`src/logic/sync_serial_pkg.sv`:
```
/*
  Constants for the synchronous serial channel: register offsets, field
  positions, reset values and state codes.
  Assumes a single module clock and a plain register port with word-wide data.

*/
package sync_serial_pkg;
  localparam int ADDR_W = 4;
  localparam int DATA_W = 16;

  // register offsets (word index on the register port)
  localparam logic [3:0] OFS_CTRL = 4'h0;
  localparam logic [3:0] OFS_PORT = 4'h1;
  localparam logic [3:0] OFS_TXB = 4'h2;
  localparam logic [3:0] OFS_RXB = 4'h3;
  localparam logic [3:0] OFS_STAT = 4'h4;
  localparam logic [3:0] OFS_BAUD = 4'h5;

  // control register fields
  localparam int CTRL_WIDTH_POS = 0; // 4 bits: transfer width minus one
  localparam int CTRL_MSB_POS = 4;
  localparam int CTRL_PHASE_POS = 5;
  localparam int CTRL_POL_POS = 6;
  localparam int CTRL_MASTER_POS = 7;
  localparam int CTRL_EN_POS = 8;
  localparam int CTRL_OD_POS = 9;
  localparam int CTRL_SEL_POS = 10;
  localparam int CTRL_HALF_POS = 11;
  localparam int CTRL_BITS = 12;
  localparam logic [11:0] CTRL_RESET = 12'h007;

  // port register: output latches in bits 2:0, directions in bits 5:3
  localparam int PIN_SCLK = 0;
  localparam int PIN_MOSI = 1;
  localparam int PIN_MISO = 2;
  localparam int PORT_DIR_POS = 3;
  localparam logic [5:0] PORT_RESET = 6'h07;

  // status register fields
  localparam int STAT_BUSY_POS = 0;
  localparam int STAT_TXF_POS = 1;
  localparam int STAT_RXF_POS = 2;
  localparam int STAT_ECHO_POS = 3;

  localparam logic [15:0] BAUD_RESET = 16'h0000;
  localparam logic [3:0] WIDTH_MIN_M1 = 4'h1;

  typedef enum logic [1:0] {
    ST_IDLE = 2'b01,
    ST_RUN = 2'b10
  } xfer_state_e;
endpackage

```
`src/logic/pin_sync.sv`:
```
/*
  Two-stage synchroniser for a group of asynchronous pin inputs.
  Assumes inputs may change at any time relative to mclk.
*/
`timescale 1ns/100ps
module pin_sync #(
  parameter int N = 3
) (
  // clock and reset
  input wire logic mclk,
  input wire logic resetn,
  // raw and synchronised levels
  input wire logic [N-1:0] async_in,
  output logic [N-1:0] sync_out
);
  // first stage feeds only the second stage, never any logic
  for (genvar i = 0; i < N; i++) begin : g_bit
    logic meta_r;
    logic hold_r;
    always_ff @(posedge mclk) begin
      if (!resetn) begin
        meta_r <= 1'b1;
        hold_r <= 1'b1;
      end else begin
        meta_r <= async_in[i];
        hold_r <= meta_r;
      end
    end
    assign sync_out[i] = hold_r;
  end
endmodule

```
`src/logic/sync_serial_channel.sv`:
```
/*
  Synchronous serial channel, master or slave, full or half duplex.
  Assumes pins are already split into in/out/enable and that registers are
  reached over a plain one-cycle strobe port on mclk.
*/
`timescale 1ns/100ps
module sync_serial_channel
  import sync_serial_pkg::*;
(
  // clock and reset
  input wire logic mclk,
  input wire logic resetn,
  // register port
  input wire logic [ADDR_W-1:0] addr,
  input wire logic [DATA_W-1:0] wdata,
  input wire logic wr_en,
  input wire logic rd_en,
  output logic [DATA_W-1:0] rdata,
  // shift clock pin
  input wire logic sclk_in,
  output logic sclk_out,
  output logic sclk_oe,
  // master_out_slave_in_pin
  input wire logic mosi_in,
  output logic mosi_out,
  output logic mosi_oe,
  // master_in_slave_out_pin
  input wire logic miso_in,
  output logic miso_out,
  output logic miso_oe,
  // request lines and busy
  output logic tx_irq_line,
  output logic rx_irq_line,
  output logic transfer_busy_flag
);
  logic [CTRL_BITS-1:0] ctrl_r;
  logic [5:0] port_r;
  logic [15:0] reload_r;
  logic [15:0] baud_cnt_r;
  logic [15:0] tx_buffer_r;
  logic [15:0] rx_buffer_r;
  logic [15:0] sr_r;
  logic [15:0] sr_nxt;
  logic tx_full_r;
  logic rx_full_r;
  logic echo_err_r;
  logic busy_r;
  logic tx_irq_r;
  logic rx_irq_r;
  logic dout_r;
  logic sclk_lvl_r;
  logic sclk_d_r;
  logic [5:0] h_r;
  logic [3:0] idx_r;
  xfer_state_e state_r;
  logic [DATA_W-1:0] rdata_r;
  logic sclk_out_r, sclk_oe_r, mosi_out_r, mosi_oe_r, miso_out_r, miso_oe_r;

  logic [2:0] pins_s;
  logic sclk_s, mosi_s, miso_s;
  logic channel_enable, master_select, clock_phase_select, clock_idle_polarity;
  logic msb_first_select, open_drain, slave_selected, half_duplex;
  logic [3:0] wlast;
  logic [5:0] two_w;
  logic din, ev, smp, shf, done, tick;
  logic wr_ctrl, wr_txb, rd_rxb;

  // every pin input passes two flops first
  pin_sync #(.N(3)) u_sync (
    .mclk(mclk),
    .resetn(resetn),
    .async_in({miso_in, mosi_in, sclk_in}),
    .sync_out(pins_s)
  );
  assign sclk_s = pins_s[0];
  assign mosi_s = pins_s[1];
  assign miso_s = pins_s[2];

  // control field decode
  assign channel_enable = ctrl_r[CTRL_EN_POS];
  assign master_select = ctrl_r[CTRL_MASTER_POS];
  assign clock_phase_select = ctrl_r[CTRL_PHASE_POS];
  assign clock_idle_polarity = ctrl_r[CTRL_POL_POS];
  assign msb_first_select = ctrl_r[CTRL_MSB_POS];
  assign open_drain = ctrl_r[CTRL_OD_POS];
  assign slave_selected = ctrl_r[CTRL_SEL_POS];
  assign half_duplex = ctrl_r[CTRL_HALF_POS];
  // width field of 0 would mean one bit; clamp to the two-bit minimum
  assign wlast = (ctrl_r[CTRL_WIDTH_POS+:4] < WIDTH_MIN_M1) ? WIDTH_MIN_M1 : ctrl_r[CTRL_WIDTH_POS+:4];
  assign two_w = {1'b0, wlast, 1'b0} + 6'h02;

  // register strobes
  assign wr_ctrl = wr_en && (addr == OFS_CTRL);
  assign wr_txb = wr_en && (addr == OFS_TXB);
  assign rd_rxb = rd_en && (addr == OFS_RXB);

  // bit position in the right-aligned word for transfer step n
  function automatic logic [3:0] phys(input logic [3:0] n, input logic msb, input logic [3:0] last);
    phys = msb ? last - n : n;
  endfunction

  // master input is the receive pin, slave input the transmit pin
  assign din = master_select ? miso_s : mosi_s;
  assign tick = master_select && (state_r == ST_RUN) && (baud_cnt_r == 16'h0000);

  // step events: h_r odd samples, even (non-zero, not last) shifts out
  always_comb begin
    ev = channel_enable && (master_select ? tick : (sclk_s ^ sclk_d_r));
    smp = ev && h_r[0];
    shf = ev && !h_r[0] && (h_r != 6'h00) && (h_r != two_w);
    done = ev && (clock_phase_select ? (h_r == two_w - 6'h01) : (h_r == two_w));
    sr_nxt = sr_r;
    if (smp) begin
      sr_nxt[phys(idx_r, msb_first_select, wlast)] = din;
    end
  end

  // edge history of the synchronised shift clock
  always_ff @(posedge mclk) begin
    if (!resetn) begin
      sclk_d_r <= 1'b1; // matches the synchroniser's reset level, so no false edge
    end else begin
      sclk_d_r <= sclk_s;
    end
  end

  // configuration registers written by software
  always_ff @(posedge mclk) begin
    if (!resetn) begin
      ctrl_r <= CTRL_RESET;
      port_r <= PORT_RESET;
      reload_r <= BAUD_RESET;
    end else if (wr_en) begin
      if (wr_ctrl) begin
        ctrl_r <= wdata[CTRL_BITS-1:0];
      end
      if (addr == OFS_PORT) begin
        port_r <= wdata[5:0];
      end
      // writing the reload while running upsets the bit timing
      if (addr == OFS_BAUD) begin
        reload_r <= wdata;
      end
    end
  end

  // baud generator only runs while a master transfer is active
  always_ff @(posedge mclk) begin
    if (!resetn) begin
      baud_cnt_r <= BAUD_RESET;
    end else if (state_r != ST_RUN || !master_select) begin
      baud_cnt_r <= reload_r;
    end else if (baud_cnt_r == 16'h0000) begin
      baud_cnt_r <= reload_r;
    end else begin
      baud_cnt_r <= baud_cnt_r - 16'h0001;
    end
  end

  // master clock level: idle polarity, toggled on each step edge except at h_r 0 when clock_phase_select is 0
  always_ff @(posedge mclk) begin
    if (!resetn) begin
      sclk_lvl_r <= 1'b1;
    end else if (!channel_enable || state_r == ST_IDLE) begin
      sclk_lvl_r <= clock_idle_polarity;
    end else if (ev && (clock_phase_select ? (h_r < two_w) : (h_r != 6'h00))) begin
      sclk_lvl_r <= ~sclk_lvl_r;
    end
  end

  // transfer engine: buffers, shift register, step counters, flags
  always_ff @(posedge mclk) begin
    if (!resetn) begin
      state_r <= ST_IDLE;
      tx_buffer_r <= 16'h0000;
      tx_full_r <= 1'b0;
      rx_buffer_r <= 16'h0000;
      rx_full_r <= 1'b0;
      sr_r <= 16'h0000;
      dout_r <= 1'b1;
      h_r <= 6'h00;
      idx_r <= 4'h0;
      busy_r <= 1'b0;
      tx_irq_r <= 1'b0;
      rx_irq_r <= 1'b0;
      echo_err_r <= 1'b0;
    end else begin
      tx_irq_r <= 1'b0;
      rx_irq_r <= 1'b0;
      sr_r <= sr_nxt;
      if (wr_txb) begin
        tx_buffer_r <= wdata;
        tx_full_r <= 1'b1;
      end
      // a read clears the full flag; a frame ending now sets it again
      if (rd_rxb) begin
        rx_full_r <= 1'b0;
      end
      if (wr_en && addr == OFS_STAT && wdata[STAT_ECHO_POS]) begin
        echo_err_r <= 1'b0;
      end
      if (smp && half_duplex && (din != dout_r)) begin
        echo_err_r <= 1'b1;
      end
      if (ev) begin
        h_r <= h_r + 6'h01;
      end
      if (ev && master_select && h_r == 6'h00) begin
        dout_r <= sr_r[phys(4'h0, msb_first_select, wlast)];
      end
      if (shf) begin
        idx_r <= idx_r + 4'h1;
        dout_r <= sr_r[phys(idx_r + 4'h1, msb_first_select, wlast)];
      end
      if (!channel_enable) begin
        // disabled: stop at once, data output returns high
        state_r <= ST_IDLE;
        busy_r <= 1'b0;
        dout_r <= 1'b1;
        h_r <= 6'h00;
        idx_r <= 4'h0;
      end else begin
        unique case (state_r)
          ST_IDLE: begin
            h_r <= (master_select || clock_phase_select) ? 6'h00 : 6'h01;
            idx_r <= 4'h0;
            if (master_select && tx_full_r && !wr_txb) begin
              // master starts from the buffer; first bit waits for a tick
              sr_r <= tx_buffer_r;
              tx_full_r <= 1'b0;
              state_r <= ST_RUN;
              busy_r <= 1'b1;
              tx_irq_r <= 1'b1;
            end else if (!master_select && (sclk_s ^ sclk_d_r)) begin
              // slave starts on the first clock edge, loaded or not
              state_r <= ST_RUN;
              busy_r <= 1'b1;
              tx_irq_r <= 1'b1;
              h_r <= (clock_phase_select ? 6'h00 : 6'h01) + 6'h01;
              if (!clock_phase_select) begin
                sr_r[phys(4'h0, msb_first_select, wlast)] <= din;
              end
            end else if (!master_select && tx_full_r && !wr_txb) begin
              sr_r <= tx_buffer_r;
              tx_full_r <= 1'b0;
              dout_r <= tx_buffer_r[phys(4'h0, msb_first_select, wlast)];
            end
          end
          ST_RUN: begin
            if (done) begin
              rx_buffer_r <= sr_nxt;
              rx_full_r <= 1'b1;
              rx_irq_r <= 1'b1;
              h_r <= (master_select || clock_phase_select) ? 6'h00 : 6'h01;
              idx_r <= 4'h0;
              if (tx_full_r && !wr_txb) begin
                // back-to-back frame from a reloaded buffer
                sr_r <= tx_buffer_r;
                tx_full_r <= 1'b0;
                tx_irq_r <= 1'b1;
                if (!master_select) begin
                  dout_r <= tx_buffer_r[phys(4'h0, msb_first_select, wlast)];
                  state_r <= ST_IDLE;
                end
              end else begin
                // data line keeps its last bit
                state_r <= ST_IDLE;
                busy_r <= 1'b0;
              end
            end
          end
        endcase
      end
    end
  end

  // pin drive: alternate output ANDed with the port latch
  always_ff @(posedge mclk) begin
    if (!resetn) begin
      sclk_out_r <= 1'b1;
      sclk_oe_r <= 1'b0;
      mosi_out_r <= 1'b1;
      mosi_oe_r <= 1'b0;
      miso_out_r <= 1'b1;
      miso_oe_r <= 1'b0;
    end else begin
      sclk_out_r <= port_r[PIN_SCLK] & (channel_enable && master_select ? sclk_lvl_r : 1'b1);
      sclk_oe_r <= port_r[PORT_DIR_POS + PIN_SCLK] & master_select;
      mosi_out_r <= port_r[PIN_MOSI] & (channel_enable && master_select ? dout_r : 1'b1);
      mosi_oe_r <= port_r[PORT_DIR_POS + PIN_MOSI] & master_select
                   & (!open_drain | !(port_r[PIN_MOSI] & dout_r));
      // an unselected open-drain slave only ever sends ones
      miso_out_r <= port_r[PIN_MISO]
                    & (channel_enable && !master_select && (slave_selected || !open_drain) ? dout_r : 1'b1);
      miso_oe_r <= port_r[PORT_DIR_POS + PIN_MISO] & !master_select & slave_selected
                   & (!open_drain | !(port_r[PIN_MISO] & dout_r));
    end
  end

  // read data, valid in the cycle after the strobe only
  always_ff @(posedge mclk) begin
    if (!resetn) begin
      rdata_r <= 16'h0000;
    end else if (rd_en) begin
      unique case (addr)
        OFS_CTRL: rdata_r <= {4'h0, ctrl_r};
        OFS_PORT: rdata_r <= {10'h000, port_r};
        OFS_TXB: rdata_r <= tx_buffer_r;
        OFS_RXB: rdata_r <= rx_buffer_r;
        OFS_STAT: rdata_r <= {12'h000, echo_err_r, rx_full_r, tx_full_r, busy_r};
        OFS_BAUD: rdata_r <= channel_enable ? baud_cnt_r : reload_r;
        default: rdata_r <= 16'h0000;
      endcase
    end else begin
      rdata_r <= 16'h0000;
    end
  end

  assign rdata = rdata_r;
  assign sclk_out = sclk_out_r;
  assign sclk_oe = sclk_oe_r;
  assign mosi_out = mosi_out_r;
  assign mosi_oe = mosi_oe_r;
  assign miso_out = miso_out_r;
  assign miso_oe = miso_oe_r;
  assign tx_irq_line = tx_irq_r;
  assign rx_irq_line = rx_irq_r;
  assign transfer_busy_flag = busy_r;
endmodule

```
`config.mk`:
```
export PLATFORM = sky130hd
export DESIGN_NAME = sync_serial_channel
export DESIGN_NICKNAME = d
export VERILOG_FILES = /design/src/logic/sync_serial_pkg.sv /design/src/logic/pin_sync.sv /design/src/logic/sync_serial_channel.sv
export SDC_FILE = /design/constraint.sdc
export NUM_CORES = 1
export LEC_CHECK = 0
export BUFFER_PORTS_ARGS = -buffer_cell sky130_fd_sc_hd__buf_2
export CORE_MARGIN = 3
export CORE_UTILIZATION = 45
export CTS_CLUSTER_DIAMETER = 150
export DETAILED_ROUTE_END_ITERATION = 16
export GPL_TIMING_DRIVEN = 0
export SKIP_LAST_GASP = 1
export SYNTH_ARGS = -nofsm -noshare
export SYNTH_HDL_FRONTEND = slang
export SYNTH_SLANG_ARGS = --single-unit
```
`constraint.sdc`:
```
create_clock -name mclk -period 4.4 [get_ports mclk]
set_input_delay 0.88 -clock mclk [delete_from_list [all_inputs] [get_ports mclk]]
set_output_delay 0.88 -clock mclk [all_outputs]
set_load 0.05 [all_outputs]
```
==> run metrics <==
status=finished, final reports clean; critical path class=flop to flop; WP data arrival=4.46 ns; Final Hold Slack=0.399 ns; Post-Route Setup TNS=0 ns; fin crit share=0.946; final setup vio count=0; post-layout net count=1146; Final Wtd Congestion=0.952; initial antenna violation count=0; Die Y=142 um; largest net degree at the start of global routing=17; CP required=4.70 ns; drt pass-1 iters=6; Post-synth ARST share=0; main flop type after synthesis=dfxtp_1; synth top area cells=dfxtp_1 35%, nand2_1 8.1%, a21oi_1 4.5%; share of layout cells above drive strength 1=0.127; CTS tree=yes; Slew Limit Fails=0; final instance area=9480 sq um; worst-path maximum fanout=10; number of global-route vias before repair=about 8k; top cell type's share of synthesized area=0.353; 1st-iter DRT viols=~1.1k; # DRC=0; antenna viol nets, final=0; total power=2.96 mW; crit start category=flop; clock skew=0.0154 ns; global-route wire length before repair=46900 um; Area Growth Syn to Fin=13.6%; Leak Pwr=3.56 nW; DP Area=between 8000 and 9000 sq um; fin crit period=~4.2 ns; Clk Latency, worst-skew pair=0.44 ns; PwrDens=312 nW/um^2; number of buffers added on ports=51; clock tree buffer depth=2; EDFF count, synth=0; Die Area=20200 sq um; CTS buffer count=17; global-route usage over all layers=0.304; CTS root buffer=clkbuf_16; CTS H-tree lvls=4; fill cell count=1763; synth warn=0; WL/cell=22.6 um; Starting Density=0.462; io pins=52; vias=8326; aggregate global routing overflow=0; core footprint=18100 sq um; Slew headroom=0.220; Achievable Freq=around 240 MHz; final hold viol count=0; Worst Max-Slew Pin Slew=1.16 ns; CTS clk-pin slew, worst paths=0.07 ns; DP HPWL=22800 um; Mapped Cells=1029; syn avg cell area=8.11 sq um; RSZ-0062 raised after global routing=yes; clk sinks=147; post-synth cell types=71; max_cap viols=0; register area share after synthesis=0.353; Mapped Area=8350 sq um; Die Span X=approximately 140 um; Worst Hold Class=flop to flop; register bit total from synthesis=147; syn nets=around 1.1k; FP Rows=49; diode count=0; total wire length=30400 um; Synth area leader=dfxtp_1; Via density=just over 6; VDD IR max=264 uV; CP Capture Type=flop
[worst paths after layout]
check                                      end                               from  cells after the start  slack (ns)
min reg2reg  u_sync.g_bit[1].hold_r$_SDFF_PN1_  u_sync.g_bit[1].meta_r$_SDFF_PN1_                      1        0.40
max reg2reg                  dout_r$_SDFF_PN1_             ctrl_r[1]$_SDFFE_PN1P_                     15        0.24
min          u_sync.g_bit[1].hold_r$_SDFF_PN1_  u_sync.g_bit[1].meta_r$_SDFF_PN1_                      1        0.40
max                          dout_r$_SDFF_PN1_             ctrl_r[1]$_SDFFE_PN1P_                     15        0.24
[through the flow]
step / instances / util / setup WS [ns]
2_1_floorplan: 1029 / - / 0.876
3_3_place_gp: 1309 / 0.492 / -0.473
3_5_place_dp: 1309 / 0.492 / -0.428
4_1_cts: 1342 / 0.523 / 0.00740
5_1_grt: 1342 / 0.524 / -0.0269
6_report: 1342 / 0.524 / 0.237
[routing by layer]
layer,track usage,up-vias,routed length [um]
li1,-,3874,-
met4,0.127,0,1120
met5,0,-,0
met2,0.441,443,12700
met1,0.432,3931,13700
met3,0.0746,78,2900
[report_power, final]
group	switching [mW]	total, mW	internal, mW
clock network	0.667	1.42	0.749
logic	0.129	0.190	0.0604
registers	0.0129	1.35	1.34
[cells in the mapped netlist, types with 8 or more instances]
cell type and instances:
nand2_1 180, and3_1 9, mux2_2 33, a21boi_0 25
clkbuf_1 76, o221ai_1 10, inv_1 20, o21a_1 10
xor2_1 14, nor2_1 55, and2_1 12, or3_1 9
nor3_1 16, a31oi_1 12, o21ai_0 28, o2bb2ai_1 12
a211oi_1 16, nand3_1 39, a22oi_1 27, xnor2_1 17
a21oi_1 75, a221oi_1 8, ha_1 17, nand2b_1 22
mux2i_1 29, dfxtp_1 147
[cell usage in the layout (no fill, tap or decap), types with 5 or more instances in the layout]
master | Yosys | layout
o211ai_1 | 7 | 7
inv_6 | 0 | 5
and2_1 | 12 | 12
inv_1 | 20 | 20
mux2i_1 | 29 | 28
nand3_1 | 39 | 39
nor2b_1 | 6 | 6
clkbuf_16 | 0 | 17
xor2_1 | 14 | 14
mux2_2 | 33 | 33
nor3_1 | 16 | 15
a22oi_1 | 27 | 27
ha_1 | 17 | 17
a211oi_1 | 16 | 16
o211a_1 | 6 | 6
o21ai_0 | 28 | 28
buf_2 | 0 | 51
xnor2_1 | 17 | 17
a221oi_1 | 8 | 8
o21a_1 | 10 | 10
and3_1 | 9 | 9
inv_8 | 0 | 5
a21boi_0 | 25 | 25
a32oi_1 | 6 | 6
o221ai_1 | 10 | 10
nor2_1 | 55 | 55
nor4_1 | 7 | 7
a222oi_1 | 7 | 7
or3_1 | 9 | 9
nand2b_1 | 22 | 22
dfxtp_1 | 147 | 147
a21oi_1 | 75 | 75
nand2_1 | 180 | 180
a31oi_1 | 12 | 12
o2bb2ai_1 | 12 | 12
o31ai_1 | 5 | 5
clkbuf_1 | 76 | 71
[cell families (layout without fill, tap and decap cells)]
kind of cell               after synthesis  after routing  synth area share
muxes                                   63             63            0.0811
xor gates and xnor gates                31             31            0.0325
adders and majority gates               19             19            0.0303
AOI/OAI and AO/OA                      288            288             0.241
and+or+nand+nor                        384            384             0.219
DFF                                    147            147             0.353
buffers and inverters                   97            181            0.0436
[registers in the layout, summed over array words and instances, names as in the netlist, 2 cells and up]
| name | count |
|---|---|
| port_r | 6 |
| reload_r | 16 |
| state_r | 2 |
| h_r | 6 |
| rx_buffer_r | 16 |
| u_sync.g_bit.meta_r | 3 |
| rdata | 16 |
| ctrl_r | 12 |
| sr_r | 16 |
| baud_cnt_r | 16 |
| idx_r | 4 |
| tx_buffer_r | 16 |
| u_sync.g_bit.hold_r | 3 |
[cell type report]
type,count,area (sq um),share of cell area
Tap cell,229,287,0.0302
Buffer,76,290,0.0306
Clock inverter,15,136,0.0144
Timing Repair Buffer,53,270,0.0285
Sequential cell,147,2940,0.310
Multi-Input combinational cell,785,5060,0.533
Inverter,20,75.1,0.00792
Clock buffer,17,425,0.0449
[worst max-delay path, stage by stage, from the launching register on]
cell,delay [ns]
dfxtp_1,0.30
clkbuf_1,0.35
clkbuf_2,0.40
nor2_1,0.08
or2_2,0.32
inv_1,0.13
ha_1,0.16
inv_1,0.06
fa_1,0.45
mux2i_2,0.56
nor2b_1,0.10
a211oi_1,0.24
a211oi_1,0.09
mux2_2,0.29
o21ai_0,0.36
a32oi_1,0.16
[what timing repair did]
| action | CTS | global route |
|---|---|---|
| hold buffers | 0 | 0 |
| endpoints found under the setup margin | 18 | 24 |
| resized for setup | 3 | 6 |
| endpoints found under the hold margin | 0 | 0 |
| setup buffers | 1 | 1 |
| pin swaps | 1 | 1 |
Power figures use the tool's default switching activity.
